<file path="config.mk">
export PLATFORM = sky130hd
export DESIGN_NAME = sba_datapath
export DESIGN_NICKNAME = d
export VERILOG_FILES = /design/src/sba_pkg.sv /design/src/sba_datapath.sv /design/src/sba_scale_limit.sv
export SDC_FILE = /design/constraint.sdc
export NUM_CORES = 2
export LEC_CHECK = 0
export ABC_CLOCK_PERIOD_IN_PS = 19400
export BUFFER_PORTS_ARGS = -buffer_cell sky130_fd_sc_hd__buf_2
export CORE_MARGIN = 3
export CORE_UTILIZATION = 30
export CTS_BUF_LIST = sky130_fd_sc_hd__clkbuf_4 sky130_fd_sc_hd__clkbuf_8 sky130_fd_sc_hd__clkbuf_16
export DETAILED_ROUTE_END_ITERATION = 10
export PLACE_DENSITY = 0.43
export SLEW_MARGIN = 10
export SYNTH_ARGS = -nofsm -noshare
export SYNTH_HDL_FRONTEND = slang
export SYNTH_SLANG_ARGS = --single-unit
</file>
<file path="constraint.sdc">
create_clock -name i_mclk -period 19.4 [get_ports i_mclk]
set_input_delay 0.97 -clock i_mclk [delete_from_list [all_inputs] [get_ports i_mclk]]
set_output_delay 0.97 -clock i_mclk [all_outputs]
set_load 0.005 [all_outputs]
</file>
<file path="src/sba_pkg.sv">
package sba_pkg;

	// limiting and saturation values
	localparam logic [23:0] LIM16_POS = 24'h007fff;
	localparam logic [23:0] LIM16_NEG = 24'h008000;
	localparam logic [47:0] LIM32_POS = 48'h007fff00ffff;
	localparam logic [47:0] LIM32_NEG = 48'h008000000000;
	localparam logic [23:0] LIM24_POS = 24'h7fffff;
	localparam logic [23:0] LIM24_NEG = 24'h800000;
	localparam logic [47:0] LIM48_POS = 48'h7fffffffffff;
	localparam logic [47:0] LIM48_NEG = 48'h800000000000;
	localparam logic [55:0] SAT16_POS = 56'h007fff00ffff00;
	localparam logic [55:0] SAT16_NEG = 56'hff800000000000;
	localparam logic [55:0] SAT24_POS = 56'h007fffffffffff;
	localparam logic [55:0] SAT24_NEG = 56'hff800000000000;

	// field positions in the working number
	localparam logic [55:0] LOGIC_MASK16 = 56'h000000ffff0000;
	localparam logic [55:0] LOGIC_MASK24 = 56'h00ffffff000000;
	localparam logic [5:0] SMAC_SHIFT16 = 6'h10;
	localparam logic [5:0] SMAC_SHIFT24 = 6'h18;
	localparam logic [5:0] ROUND_POS16 = 6'h0f;
	localparam logic [5:0] ROUND_POS24 = 6'h17;
	localparam logic [5:0] BIT_BASE16 = 6'h10;
	localparam logic [5:0] BIT_BASE24 = 6'h18;

	// reset values
	localparam logic [55:0] ACC_RST = 56'h0;
	localparam logic [23:0] WORD_RST = 24'h0;

	typedef enum logic [1:0] {
		SC_NONE = 2'b00,
		SC_DOWN = 2'b01,
		SC_UP = 2'b10
	} sba_scale_t;

	typedef enum logic [4:0] {
		R_NONE = 5'b00000,
		R_XL = 5'b00001,
		R_XH = 5'b00010,
		R_YL = 5'b00011,
		R_YH = 5'b00100,
		R_AL = 5'b00101,
		R_AU = 5'b00110,
		R_AE = 5'b00111,
		R_A = 5'b01000,
		R_BL = 5'b01001,
		R_BU = 5'b01010,
		R_BE = 5'b01011,
		R_B = 5'b01100,
		R_X = 5'b01101,
		R_Y = 5'b01110,
		R_AP = 5'b01111,
		R_BP = 5'b10000,
		R_AD = 5'b10001,
		R_BD = 5'b10010
	} sba_reg_t;

	typedef enum logic [2:0] {
		P_NONE = 3'b000,
		P_FULL = 3'b001,
		P_DUAL = 3'b010,
		P_UP = 3'b011,
		P_LOW = 3'b100,
		P_TOP = 3'b101,
		P_PAIR = 3'b110
	} sba_part_t;

	typedef enum logic [4:0] {
		OP_NOP = 5'b00000,
		OP_ADD = 5'b00001,
		OP_SUB = 5'b00010,
		OP_ADC = 5'b00011,
		OP_SWC = 5'b00100,
		OP_AND = 5'b00101,
		OP_OR = 5'b00110,
		OP_EOR = 5'b00111,
		OP_ROL = 5'b01000,
		OP_ROR = 5'b01001,
		OP_ASL = 5'b01010,
		OP_ASR = 5'b01011,
		OP_ROUND = 5'b01100,
		OP_MPY = 5'b01101,
		OP_MAC = 5'b01110,
		OP_SMAC = 5'b01111,
		OP_BSET = 5'b10000,
		OP_BCLR = 5'b10001,
		OP_BTGL = 5'b10010,
		OP_BTST = 5'b10011,
		OP_EXTU = 5'b10100
	} sba_op_t;

	// accumulator to contiguous working number
	function automatic logic [55:0] f_work(input logic [55:0] a, input logic m);
		f_work = m ? {{16{a[55]}}, a[55:32], a[23:8]} : a;
	endfunction

	// working number back to accumulator, low bytes forced to zero in sixteen-bit mode only
	function automatic logic [55:0] f_unwork(input logic [55:0] w, input logic m);
		f_unwork = m ? {w[39:32], w[31:16], 8'h00, w[15:0], 8'h00} : w;
	endfunction

	function automatic logic [23:0] f_in_word(input logic [23:0] b, input logic m);
		f_in_word = m ? {b[15:0], 8'h00} : b;
	endfunction

	function automatic logic [23:0] f_out_word(input logic [23:0] w, input logic m);
		f_out_word = m ? {8'h00, w[23:8]} : w;
	endfunction

endpackage

</file>
<file path="src/sba_datapath.sv">
// Overview of operation
// - sixteen-bit mapping and arithmetic apply only while the mode flag is set.
// - single bus into full accumulator: bits 47..32, clear 23..8, sign-extend extension.
// - both buses into full accumulator: primary to 47..32, secondary to 23..8.
// - single bus into word register: low 16 bits go to top 16 bits.
// - move into extension loads bus bits 7..0 only, rest untouched.
// - both buses into word pair: top 16 bits of each word, extension kept.
// - word register read: top 16 bits on bus 15..0, zeros above, unlimited.
// - extension read: 8 bits on bus 7..0, bit 7 copied into 23..8.
// - accumulator word pair read: top 16 bits of each word, zero-filled, unlimited.
// - full accumulator to one bus: scaled, limited 16 bits, sign extended.
// - full accumulator to both buses: limit to 32 bits, upper signed, lower zero-filled.
// - input pair read: high word top bits primary, low word secondary, zero-filled.
// - reading an input word just written may show undefined bits 23..16.
// - short immediate into upper/lower word unsigned at 15..8, extension at 7..0.
// - short immediate into full accumulator or input word is a signed fraction.
// - lower and upper words form one contiguous number for shifts and arithmetic.
// - limit to 007fff/008000 single and 007fff00ffff double precision.
// - operand low 8 bits read as zero, results written with them zero.
// - rounding acts at lower-word bit 23, moved by the scaling mode.
// - saturation values 007fff00ffff00 positive and ff800000000000 negative.
// - carry enters at lower-word lsb; logic and rotate act on 16 bits.
// - shifted multiply-accumulate shifts the accumulator right by 16 bits.
// - four-step double precision multiply is not supported in this mode.
// - bit operations number bits 0..15 within the 16-bit word.
// - field operations use 16-bit positions; insert offset bias is software's.
`timescale 1ns/1ns
`default_nettype none
module sba_datapath import sba_pkg::*; (
	// clock and reset
	input wire logic i_mclk,
	input wire logic i_resetn,
	input wire logic i_ce,
	// mode control
	input wire logic i_sixteen_bit_mode_flag,
	input wire sba_scale_t i_scale_mode,
	input wire logic i_sat_enable,
	// bus to register moves
	input wire logic i_mv_wr,
	input wire sba_reg_t i_mv_dst,
	input wire logic [23:0] i_primary_data_bus,
	input wire logic [23:0] i_secondary_data_bus,
	// short immediate loads
	input wire logic i_imm_wr,
	input wire sba_reg_t i_imm_dst,
	input wire logic [7:0] i_imm,
	// register to bus moves
	input wire logic i_mv_rd,
	input wire sba_reg_t i_mv_src,
	// arithmetic command
	input wire logic i_alu_valid,
	input wire sba_op_t i_alu_op,
	input wire logic i_alu_dst,
	input wire sba_reg_t i_alu_src,
	input wire sba_reg_t i_alu_src2,
	input wire logic [4:0] i_bit_num,
	input wire logic [4:0] i_field_width,
	// bus results
	output logic [23:0] o_primary_data_bus,
	output logic [23:0] o_secondary_data_bus,
	output logic o_bus_valid,
	output logic o_limited,
	// state
	output logic [55:0] o_acc_one,
	output logic [55:0] o_acc_two,
	output logic o_carry,
	output logic o_saturated
);

	logic [55:0] acc_reg [2];
	logic [55:0] acc_next [2];
	logic [23:0] in_reg [4];
	logic carry_reg;
	logic m;

	// which accumulator a selector names
	function automatic logic f_acc_of(input sba_reg_t r);
		f_acc_of = (r == R_BL) || (r == R_BU) || (r == R_BE) || (r == R_B) ||
			(r == R_BP) || (r == R_BD);
	endfunction

	// which part of an accumulator a selector names
	function automatic sba_part_t f_part(input sba_reg_t r);
		case (r)
			R_A, R_B: f_part = P_FULL;
			R_AD, R_BD: f_part = P_DUAL;
			R_AU, R_BU: f_part = P_UP;
			R_AL, R_BL: f_part = P_LOW;
			R_AE, R_BE: f_part = P_TOP;
			R_AP, R_BP: f_part = P_PAIR;
			default: f_part = P_NONE;
		endcase
	endfunction

	function automatic logic f_is_word(input sba_reg_t r);
		f_is_word = (r == R_XL) || (r == R_XH) || (r == R_YL) || (r == R_YH);
	endfunction

	function automatic logic [1:0] f_word_idx(input sba_reg_t r);
		f_word_idx = 2'(r - R_XL);
	endfunction

	// input word as an arithmetic operand; low byte dropped in sixteen-bit mode
	function automatic logic [55:0] f_word_op(input logic [23:0] w, input logic md);
		f_word_op = md ? {{24{w[23]}}, w[23:8], 16'h0000} : {{8{w[23]}}, w, 24'h000000};
	endfunction

	function automatic logic [23:0] f_mul_op(input logic [23:0] w, input logic md);
		f_mul_op = md ? {{8{w[23]}}, w[23:8]} : w;
	endfunction

	assign m = i_sixteen_bit_mode_flag;

	// arithmetic unit
	logic [55:0] alu_w;
	logic [55:0] alu_s;
	logic [55:0] alu_b;
	logic [55:0] alu_r;
	logic [56:0] t57;
	logic [40:0] t41;
	logic [47:0] prod48;
	logic [55:0] prod56;
	logic [5:0] round_pos;
	logic [5:0] bit_pos;
	logic [23:0] fld;
	logic alu_cin;
	logic alu_sub;
	logic alu_c;
	logic alu_wr;
	logic alu_arith;
	logic alu_sat;
	logic [55:0] alu_acc;

	always_comb begin
		alu_w = f_work(acc_reg[i_alu_dst], m);
		if (f_is_word(i_alu_src)) begin
			alu_s = f_word_op(in_reg[f_word_idx(i_alu_src)], m);
		end else if (f_part(i_alu_src) == P_FULL) begin
			alu_s = f_work(acc_reg[f_acc_of(i_alu_src)], m);
		end else begin
			alu_s = 56'h0;
		end
		alu_sub = (i_alu_op == OP_SUB) || (i_alu_op == OP_SWC);
		alu_cin = (i_alu_op == OP_ADC) || (i_alu_op == OP_SWC) ? carry_reg : 1'b0;
		alu_b = alu_sub ? ~alu_s : alu_s;
		alu_cin = alu_sub ? ~alu_cin : alu_cin;
		// carry enters at bit 0 of the working number, the lower word's lsb
		t57 = {1'b0, alu_w} + {1'b0, alu_b} + {56'h0, alu_cin};
		t41 = {1'b0, alu_w[39:0]} + {1'b0, alu_b[39:0]} + {40'h0, alu_cin};
		prod48 = 48'($signed(f_mul_op(in_reg[f_word_idx(i_alu_src)], m)) *
			$signed(f_mul_op(in_reg[f_word_idx(i_alu_src2)], m)));
		prod56 = m ? {{24{prod48[30]}}, prod48[30:0], 1'b0} :
			{{8{prod48[46]}}, prod48[46:0], 1'b0};
		round_pos = m ? ROUND_POS16 : ROUND_POS24;
		if (i_scale_mode == SC_DOWN) begin
			round_pos = round_pos + 6'h01;
		end else if (i_scale_mode == SC_UP) begin
			round_pos = round_pos - 6'h01;
		end
		// only 0..15 are meaningful in sixteen-bit mode; 16..23 reach the extension
		bit_pos = (m ? BIT_BASE16 : BIT_BASE24) + {1'b0, i_bit_num};
		fld = m ? {8'h00, alu_s[31:16]} : alu_s[47:24];
		alu_r = alu_w;
		alu_c = carry_reg;
		alu_wr = 1'b1;
		alu_arith = 1'b0;
		case (i_alu_op)
			OP_ADD, OP_SUB, OP_ADC, OP_SWC: begin
				alu_r = t57[55:0];
				alu_c = (m ? t41[40] : t57[56]) ^ alu_sub;
				alu_arith = 1'b1;
			end
			OP_AND: begin
				alu_r = alu_w & (alu_s | ~(m ? LOGIC_MASK16 : LOGIC_MASK24));
			end
			OP_OR: begin
				alu_r = alu_w | (alu_s & (m ? LOGIC_MASK16 : LOGIC_MASK24));
			end
			OP_EOR: begin
				alu_r = alu_w ^ (alu_s & (m ? LOGIC_MASK16 : LOGIC_MASK24));
			end
			OP_ROL: begin
				if (m) begin
					alu_r[31:16] = {alu_w[30:16], carry_reg};
					alu_c = alu_w[31];
				end else begin
					alu_r[47:24] = {alu_w[46:24], carry_reg};
					alu_c = alu_w[47];
				end
			end
			OP_ROR: begin
				if (m) begin
					alu_r[31:16] = {carry_reg, alu_w[31:17]};
					alu_c = alu_w[16];
				end else begin
					alu_r[47:24] = {carry_reg, alu_w[47:25]};
					alu_c = alu_w[24];
				end
			end
			OP_ASL: begin
				alu_r = {alu_w[54:0], 1'b0};
				alu_c = m ? alu_w[39] : alu_w[55];
				alu_arith = 1'b1;
			end
			OP_ASR: begin
				alu_r = {alu_w[55], alu_w[55:1]};
				alu_c = alu_w[0];
			end
			OP_ROUND: begin
				alu_r = (alu_w + (56'h1 << round_pos)) & ~((56'h2 << round_pos) - 56'h1);
				alu_arith = 1'b1;
			end
			OP_MPY: begin
				alu_r = prod56;
				alu_arith = 1'b1;
			end
			OP_MAC: begin
				alu_r = alu_w + prod56;
				alu_arith = 1'b1;
			end
			OP_SMAC: begin
				// the working number already holds 16-bit words, so 16 is one word
				alu_r = 56'($signed(alu_w) >>> (m ? SMAC_SHIFT16 : SMAC_SHIFT24)) + prod56;
				alu_arith = 1'b1;
			end
			OP_BSET: begin
				alu_r = alu_w | (56'h1 << bit_pos);
				alu_c = alu_w[bit_pos];
			end
			OP_BCLR: begin
				alu_r = alu_w & ~(56'h1 << bit_pos);
				alu_c = alu_w[bit_pos];
			end
			OP_BTGL: begin
				alu_r = alu_w ^ (56'h1 << bit_pos);
				alu_c = alu_w[bit_pos];
			end
			OP_BTST: begin
				alu_c = alu_w[bit_pos];
				alu_wr = 1'b0;
			end
			OP_EXTU: begin
				// field placed at the 16-bit data positions of the upper word
				fld = (fld >> i_bit_num) & ~(24'hffffff << i_field_width);
				alu_r = m ? {24'h0, fld[15:0], 16'h0} : {8'h0, fld, 24'h0};
			end
			default: begin
				alu_wr = 1'b0;
			end
		endcase
		// detection kept at the double-word boundary of each mode
		alu_sat = i_sat_enable && alu_arith && (m ? !(&alu_r[39:31] || !(|alu_r[39:31])) :
			!(&alu_r[55:47] || !(|alu_r[55:47])));
		if (alu_sat) begin
			if (m) begin
				alu_acc = alu_r[39] ? SAT16_NEG : SAT16_POS;
			end else begin
				alu_acc = alu_r[55] ? SAT24_NEG : SAT24_POS;
			end
		end else begin
			alu_acc = f_unwork(alu_r, m);
		end
	end

	// accumulator next state: arithmetic first, then moves and immediates
	logic [23:0] mv_p;
	logic [23:0] mv_q;
	logic [23:0] imm_w;
	logic [23:0] imm_f;

	always_comb begin
		mv_p = f_in_word(i_primary_data_bus, m);
		mv_q = f_in_word(i_secondary_data_bus, m);
		imm_w = m ? {8'h00, i_imm, 8'h00} : {16'h0000, i_imm};
		imm_f = {i_imm, 16'h0000};
		for (int k = 0; k < 2; k++) begin
			acc_next[k] = acc_reg[k];
			if (i_alu_valid && alu_wr && (i_alu_dst == 1'(k))) begin
				acc_next[k] = alu_acc;
			end
			if (i_mv_wr && (f_acc_of(i_mv_dst) == 1'(k))) begin
				case (f_part(i_mv_dst))
					P_FULL: acc_next[k] = {{8{mv_p[23]}}, mv_p, 24'h000000};
					P_DUAL: acc_next[k] = {{8{mv_p[23]}}, mv_p, mv_q};
					P_UP: acc_next[k][47:24] = mv_p;
					P_LOW: acc_next[k][23:0] = mv_p;
					P_TOP: acc_next[k][55:48] = i_primary_data_bus[7:0];
					P_PAIR: acc_next[k][47:0] = {mv_p, mv_q};
					default: acc_next[k] = acc_next[k];
				endcase
			end
			if (i_imm_wr && (f_acc_of(i_imm_dst) == 1'(k))) begin
				case (f_part(i_imm_dst))
					P_FULL: acc_next[k] = {{8{i_imm[7]}}, imm_f, 24'h000000};
					P_UP: acc_next[k][47:24] = imm_w;
					P_LOW: acc_next[k][23:0] = imm_w;
					P_TOP: acc_next[k][55:48] = i_imm;
					default: acc_next[k] = acc_next[k];
				endcase
			end
		end
	end

	always_ff @(posedge i_mclk or negedge i_resetn) begin
		if (!i_resetn) begin
			acc_reg[0] <= ACC_RST;
			acc_reg[1] <= ACC_RST;
		end else if (i_ce) begin
			acc_reg[0] <= acc_next[0];
			acc_reg[1] <= acc_next[1];
		end
	end

	// input word registers
	always_ff @(posedge i_mclk or negedge i_resetn) begin
		if (!i_resetn) begin
			for (int k = 0; k < 4; k++) begin
				in_reg[k] <= WORD_RST;
			end
		end else if (i_ce) begin
			if (i_mv_wr && f_is_word(i_mv_dst)) begin
				in_reg[f_word_idx(i_mv_dst)] <= mv_p;
			end else if (i_mv_wr && (i_mv_dst == R_X || i_mv_dst == R_Y)) begin
				in_reg[i_mv_dst == R_X ? 2'd1 : 2'd3] <= mv_p;
				in_reg[i_mv_dst == R_X ? 2'd0 : 2'd2] <= mv_q;
			end
			if (i_imm_wr && f_is_word(i_imm_dst)) begin
				in_reg[f_word_idx(i_imm_dst)] <= imm_f;
			end
		end
	end

	// flags
	always_ff @(posedge i_mclk or negedge i_resetn) begin
		if (!i_resetn) begin
			carry_reg <= 1'b0;
			o_saturated <= 1'b0;
		end else if (i_ce) begin
			if (i_alu_valid) begin
				carry_reg <= alu_c;
			end
			o_saturated <= i_alu_valid && alu_sat;
		end
	end

	// bus reads; the limiter sees the accumulator named by the source
	logic [23:0] sl_single;
	logic [23:0] sl_hi;
	logic [23:0] sl_lo;
	logic sl_lim;
	logic [55:0] rd_acc;
	logic [23:0] rd_w0;
	logic [23:0] rd_w1;

	assign rd_acc = acc_reg[f_acc_of(i_mv_src)];
	assign rd_w0 = in_reg[i_mv_src == R_Y ? 2'd2 : 2'd0];
	assign rd_w1 = in_reg[i_mv_src == R_Y ? 2'd3 : 2'd1];

	sba_scale_limit u_limit (
		.i_acc(rd_acc),
		.i_mode16(m),
		.i_scale(i_scale_mode),
		.o_single(sl_single),
		.o_dbl_hi(sl_hi),
		.o_dbl_lo(sl_lo),
		.o_limited(sl_lim)
	);

	// a word written in the same cycle is read at its old value in every bit, which goes beyond
	// the undefined-bits allowance for bits 23..16
	always_ff @(posedge i_mclk or negedge i_resetn) begin
		if (!i_resetn) begin
			o_primary_data_bus <= WORD_RST;
			o_secondary_data_bus <= WORD_RST;
			o_bus_valid <= 1'b0;
			o_limited <= 1'b0;
		end else if (i_ce) begin
			o_bus_valid <= i_mv_rd;
			o_limited <= 1'b0;
			if (i_mv_rd) begin
				o_secondary_data_bus <= WORD_RST;
				if (f_is_word(i_mv_src)) begin
					o_primary_data_bus <= f_out_word(in_reg[f_word_idx(i_mv_src)], m);
				end else if (i_mv_src == R_X || i_mv_src == R_Y) begin
					o_primary_data_bus <= f_out_word(rd_w1, m);
					o_secondary_data_bus <= f_out_word(rd_w0, m);
				end else begin
					case (f_part(i_mv_src))
						P_FULL: begin
							o_primary_data_bus <= sl_single;
							o_limited <= sl_lim;
						end
						P_DUAL: begin
							o_primary_data_bus <= sl_hi;
							o_secondary_data_bus <= sl_lo;
							o_limited <= sl_lim;
						end
						P_UP: o_primary_data_bus <= f_out_word(rd_acc[47:24], m);
						P_LOW: o_primary_data_bus <= f_out_word(rd_acc[23:0], m);
						P_TOP: o_primary_data_bus <= {{16{rd_acc[55]}}, rd_acc[55:48]};
						P_PAIR: begin
							o_primary_data_bus <= f_out_word(rd_acc[47:24], m);
							o_secondary_data_bus <= f_out_word(rd_acc[23:0], m);
						end
						default: o_primary_data_bus <= WORD_RST;
					endcase
				end
			end
		end
	end

	// state mirrors
	always_ff @(posedge i_mclk or negedge i_resetn) begin
		if (!i_resetn) begin
			o_acc_one <= ACC_RST;
			o_acc_two <= ACC_RST;
			o_carry <= 1'b0;
		end else if (i_ce) begin
			o_acc_one <= acc_next[0];
			o_acc_two <= acc_next[1];
			o_carry <= i_alu_valid ? alu_c : carry_reg;
		end
	end

endmodule // sba_datapath
`default_nettype wire

</file>
<file path="src/sba_scale_limit.sv">
`timescale 1ns/1ns
`default_nettype none
module sba_scale_limit import sba_pkg::*; (
	// accumulator and mode
	input wire logic [55:0] i_acc,
	input wire logic i_mode16,
	input wire sba_scale_t i_scale,
	// scaled and limited words
	output logic [23:0] o_single,
	output logic [23:0] o_dbl_hi,
	output logic [23:0] o_dbl_lo,
	output logic o_limited
);

	logic [55:0] w;
	logic [55:0] s;
	logic fit;

	always_comb begin
		w = f_work(i_acc, i_mode16);
		case (i_scale)
			SC_DOWN: s = {w[55], w[55:1]};
			SC_UP: s = {w[54:0], 1'b0};
			default: s = w;
		endcase
		// lower and upper words taken as one number, so the shift is exact
		if (i_mode16) begin
			fit = &s[55:31] | ~|s[55:31];
			o_single = fit ? {{8{s[31]}}, s[31:16]} : (s[55] ? LIM16_NEG : LIM16_POS);
			o_dbl_hi = fit ? {{8{s[31]}}, s[31:16]} : (s[55] ? LIM32_NEG[47:24] : LIM32_POS[47:24]);
			o_dbl_lo = fit ? {8'h00, s[15:0]} : (s[55] ? LIM32_NEG[23:0] : LIM32_POS[23:0]);
		end else begin
			fit = &s[55:47] | ~|s[55:47];
			o_single = fit ? s[47:24] : (s[55] ? LIM24_NEG : LIM24_POS);
			o_dbl_hi = fit ? s[47:24] : (s[55] ? LIM48_NEG[47:24] : LIM48_POS[47:24]);
			o_dbl_lo = fit ? s[23:0] : (s[55] ? LIM48_NEG[23:0] : LIM48_POS[23:0]);
		end
		o_limited = ~fit;
	end

endmodule // sba_scale_limit
`default_nettype wire

</file>
==> impl_metrics.json <==
{
  "status": "completed",
  "relSlewSlack": 0.07796,
  "setup_tns_ns": 0,
  "post-place-cells": 12680,
  "arrival_ns": 18.03,
  "period_share": 0.9022,
  "area_growth_pct": 9.786,
  "die_area_um2": 245700,
  "finalWirelength_mm": 505.7,
  "cts_sinks": 260,
  "post-dp-hpwl_mm": 412.8,
  "numCtsBuffers": 31,
  "worst_pin_slew_ns": 1.369,
  "skew_ns": 0.02120,
  "ys_ff_latch": 260,
  "r2r_slack_ns": 2.52,
  "fmax_ghz": 0.05713,
  "largest_register_ffs": 96,
  "path_class": "input port to register",
  "netlist-cell-type-count": 120,
  "rsz0062_at_grt": "false",
  "grt_pass1_wl_mm": 681.2,
  "clk_pin_slew_ns": 0.07,
  "layout.cells.non_filler": 12750,
  "drv_slew": 0,
  "required_ns": 19.92,
  "nNetsFinal": 10750,
  "start_kind": "input port",
  "gp_congestion": 1.080,
  "synth.avg_cell_area_um2": 7.548,
  "fp-row-count": 179,
  "rr_worst_depth": 48,
  "fillers": 26060,
  "period_minus_slack_ns": 17.50,
  "crit_path_end_kind": "register",
  "hp-class": "input port to asynchronous set/reset pin",
  "htree_levels": 1,
  "drt_iter0_drc": 11500,
  "slowest_stage": "a32oi_1",
  "wl_per_cell_um": 39.65,
  "routed_via_density": 6.485,
  "vias": 82700,
  "cts-hold-fix-buffers": 0,
  "ys_dominant_reg_cell": "dfrtp_1",
  "die_h_um": 495.7,
  "worst_slack_ns": 1.897,
  "root_buffer": "clkbuf_16",
  "worstReg2RegEnd": "o_acc_two[25]",
  "clock_path_buffers": 3,
  "die_width_um": 495.7,
  "pin_count": 272,
  "hold_viol": 0,
  "tritoncts": "yes",
  "drc_errors": 0,
  "cts_setup_buffers": 0,
  "initial_utilization": 0.3019,
  "crit_fanout": 17,
  "insertion_delay_ns": 0.65,
  "yosysSeqAreaShare": 0.09045,
  "antenna_left": 0,
  "grt_usage": 0.3971,
  "cts_resized": 0,
  "core-area_um2": 238300,
  "netlist_instances": 9530,
  "cpMostUsedCell": "fa_1",
  "grt_max_degree": 134,
  "port_buffers": 268,
  "first_pass_iters": 6,
  "setup_violations": 0,
  "antenna_found_initial": 51,
  "synth_edf_count": 0,
  "cap_violations": 0,
  "gr-total-overflow": 0,
  "synthArstFlopShare": 1.000,
  "slowest_delay_ns": 0.98,
  "drive_gt1_frac": 0.1168,
  "ys_warn_count": 0,
  "grt_pass1_vias": 78800,
  "reg2reg_from": "in_reg[95]",
  "pre_cts_ws_ns": 1.763,
  "netlist_area_um2": 71930
}
[layer usage]
metal	part of all wire	up-vias	GRT usage	wire length, um
met4	0.071	52	0.2284	36000
met1	0.42	42190	0.5348	210100
met3	0.10	1020	0.1059	52700
met2	0.41	5180	0.5695	206400
met5	0.00077	-	0.001737	388
li1	-	34260	-	-
[worst max path at each step]
stage / startpoint / to / slack, ns / depth (start not counted)
2_1_floorplan: i_sixteen_bit_mode_flag / o_acc_two[42] / 3.67 / 62
3_3_place_gp: i_alu_src[0] / o_acc_two[50] / 1.96 / 51
3_5_place_dp: i_alu_src[0] / o_acc_two[25] / 1.76 / 52
4_1_cts: i_alu_src[0] / o_acc_two[25] / 2.35 / 52
5_1_grt: i_alu_src[0] / o_acc_two[50] / 1.65 / 51
6_report: i_alu_src[0] / o_acc_two[25] / 1.90 / 52
[Yosys cell counts (120+ instances only)]
| master | n | area, um2 |
|---|---|---|
| nand2_1 | 1333 | 5004 |
| nor2_1 | 912 | 3423 |
| inv_1 | 767 | 2879 |
| a21oi_1 | 656 | 3283 |
| fa_1 | 604 | 12090 |
| o21ai_0 | 515 | 2577 |
| clkbuf_1 | 494 | 1854 |
| ha_1 | 489 | 6118 |
| dfrtp_1 | 260 | 6506 |
| nand3_1 | 220 | 1101 |
| mux2i_1 | 166 | 1662 |
| o22ai_1 | 154 | 963.4 |
| nor3_1 | 151 | 755.7 |
| xnor2_1 | 150 | 1314 |
| a221oi_1 | 127 | 1112 |
| mux4_2 | 126 | 2838 |
| a22oi_1 | 125 | 938.4 |
| xor2_1 | 123 | 1077 |
| nand4_1 | 120 | 750.7 |
[worst max-delay path: cells and delay by family]
family                   cells  cell delay [ns]
multiplexers                 3             1.01
AND/OR/NAND/NOR             12             3.82
XOR/XNOR                     1             0.14
AO/OA/AOI/OAI               16             5.48
adder cells (fa/ha/maj)     10             5.12
buffers and inverters       10             1.41
[layout make-up]
| class | instances | area [um2] | share of cell area |
|---|---|---|---|
| antenna | 17 | 42.54 | 0.0005387 |
| clock inverter | 20 | 311.5 | 0.003945 |
| sequential | 260 | 6506 | 0.08239 |
| inverter | 786 | 2967 | 0.03756 |
| tap | 3167 | 3963 | 0.05018 |
| timing repair buffer | 648 | 4282 | 0.05422 |
| clock buffer | 37 | 839.6 | 0.01063 |
| multi-input combinational | 7817 | 60060 | 0.7605 |
[through the flow]
| step | instance area (um2) | utilization | hold slack (ns) |
|---|---|---|---|
| finish | 78970 | 0.3314 | 0.3188 |
| global route | 78940 | 0.3313 | 0.3436 |
| CTS | 78930 | 0.3312 | 0.3192 |
| detailed placement | 77770 | 0.3264 | 0.4682 |
| global placement | 77770 | 0.3264 | 0.4603 |
| floorplan | 71940 | - | 0.4673 |
[cells by family after synthesis]
| group | count (synthesis) | share of synthesized area |
|---|---|---|
| compound gates | 2790 | 0.2610 |
| flops | 260 | 0.09045 |
| fa+ha+maj | 1093 | 0.2531 |
| mux | 373 | 0.07526 |
| xor+xnor | 274 | 0.03355 |
| simple gates | 3284 | 0.2052 |
| other cells | 1 | 0.00005213 |
| buf+inv | 1455 | 0.08126 |
[cells in the final DEF, fill, tap and decap left out, types with 37 or more instances in the layout]
master / netlist / routed
a221oi_1: 127 / 126
o211ai_1: 108 / 108
o21bai_1: 45 / 45
and3_1: 78 / 77
a21oi_1: 656 / 654
or2_2: 37 / 37
mux2i_1: 166 / 161
o21a_1: 71 / 71
a211oi_1: 108 / 108
nand2b_1: 65 / 65
o221ai_1: 108 / 108
dfrtp_1: 260 / 260
mux4_2: 126 / 126
a31oi_1: 82 / 82
mux2_2: 78 / 78
nand4_1: 120 / 120
nand2_1: 1333 / 1329
a21o_1: 102 / 102
xnor2_1: 150 / 132
and2_1: 89 / 89
o21ai_0: 515 / 510
nand3_1: 220 / 219
or3_1: 43 / 43
o22ai_1: 154 / 154
nor2b_1: 60 / 58
a221o_1: 47 / 47
inv_1: 767 / 767
buf_2: 64 / 264
a22oi_1: 125 / 124
buf_4: 18 / 377
o21ai_1: 56 / 53
fa_1: 604 / 604
nor2_1: 912 / 898
ha_1: 489 / 486
xor2_1: 123 / 117
nor4_1: 50 / 49
nor3_1: 151 / 147
Power is left out: the tool's default activity adds up to more than one toggle a clock period on the data nets, which glitch-free logic cannot reach.
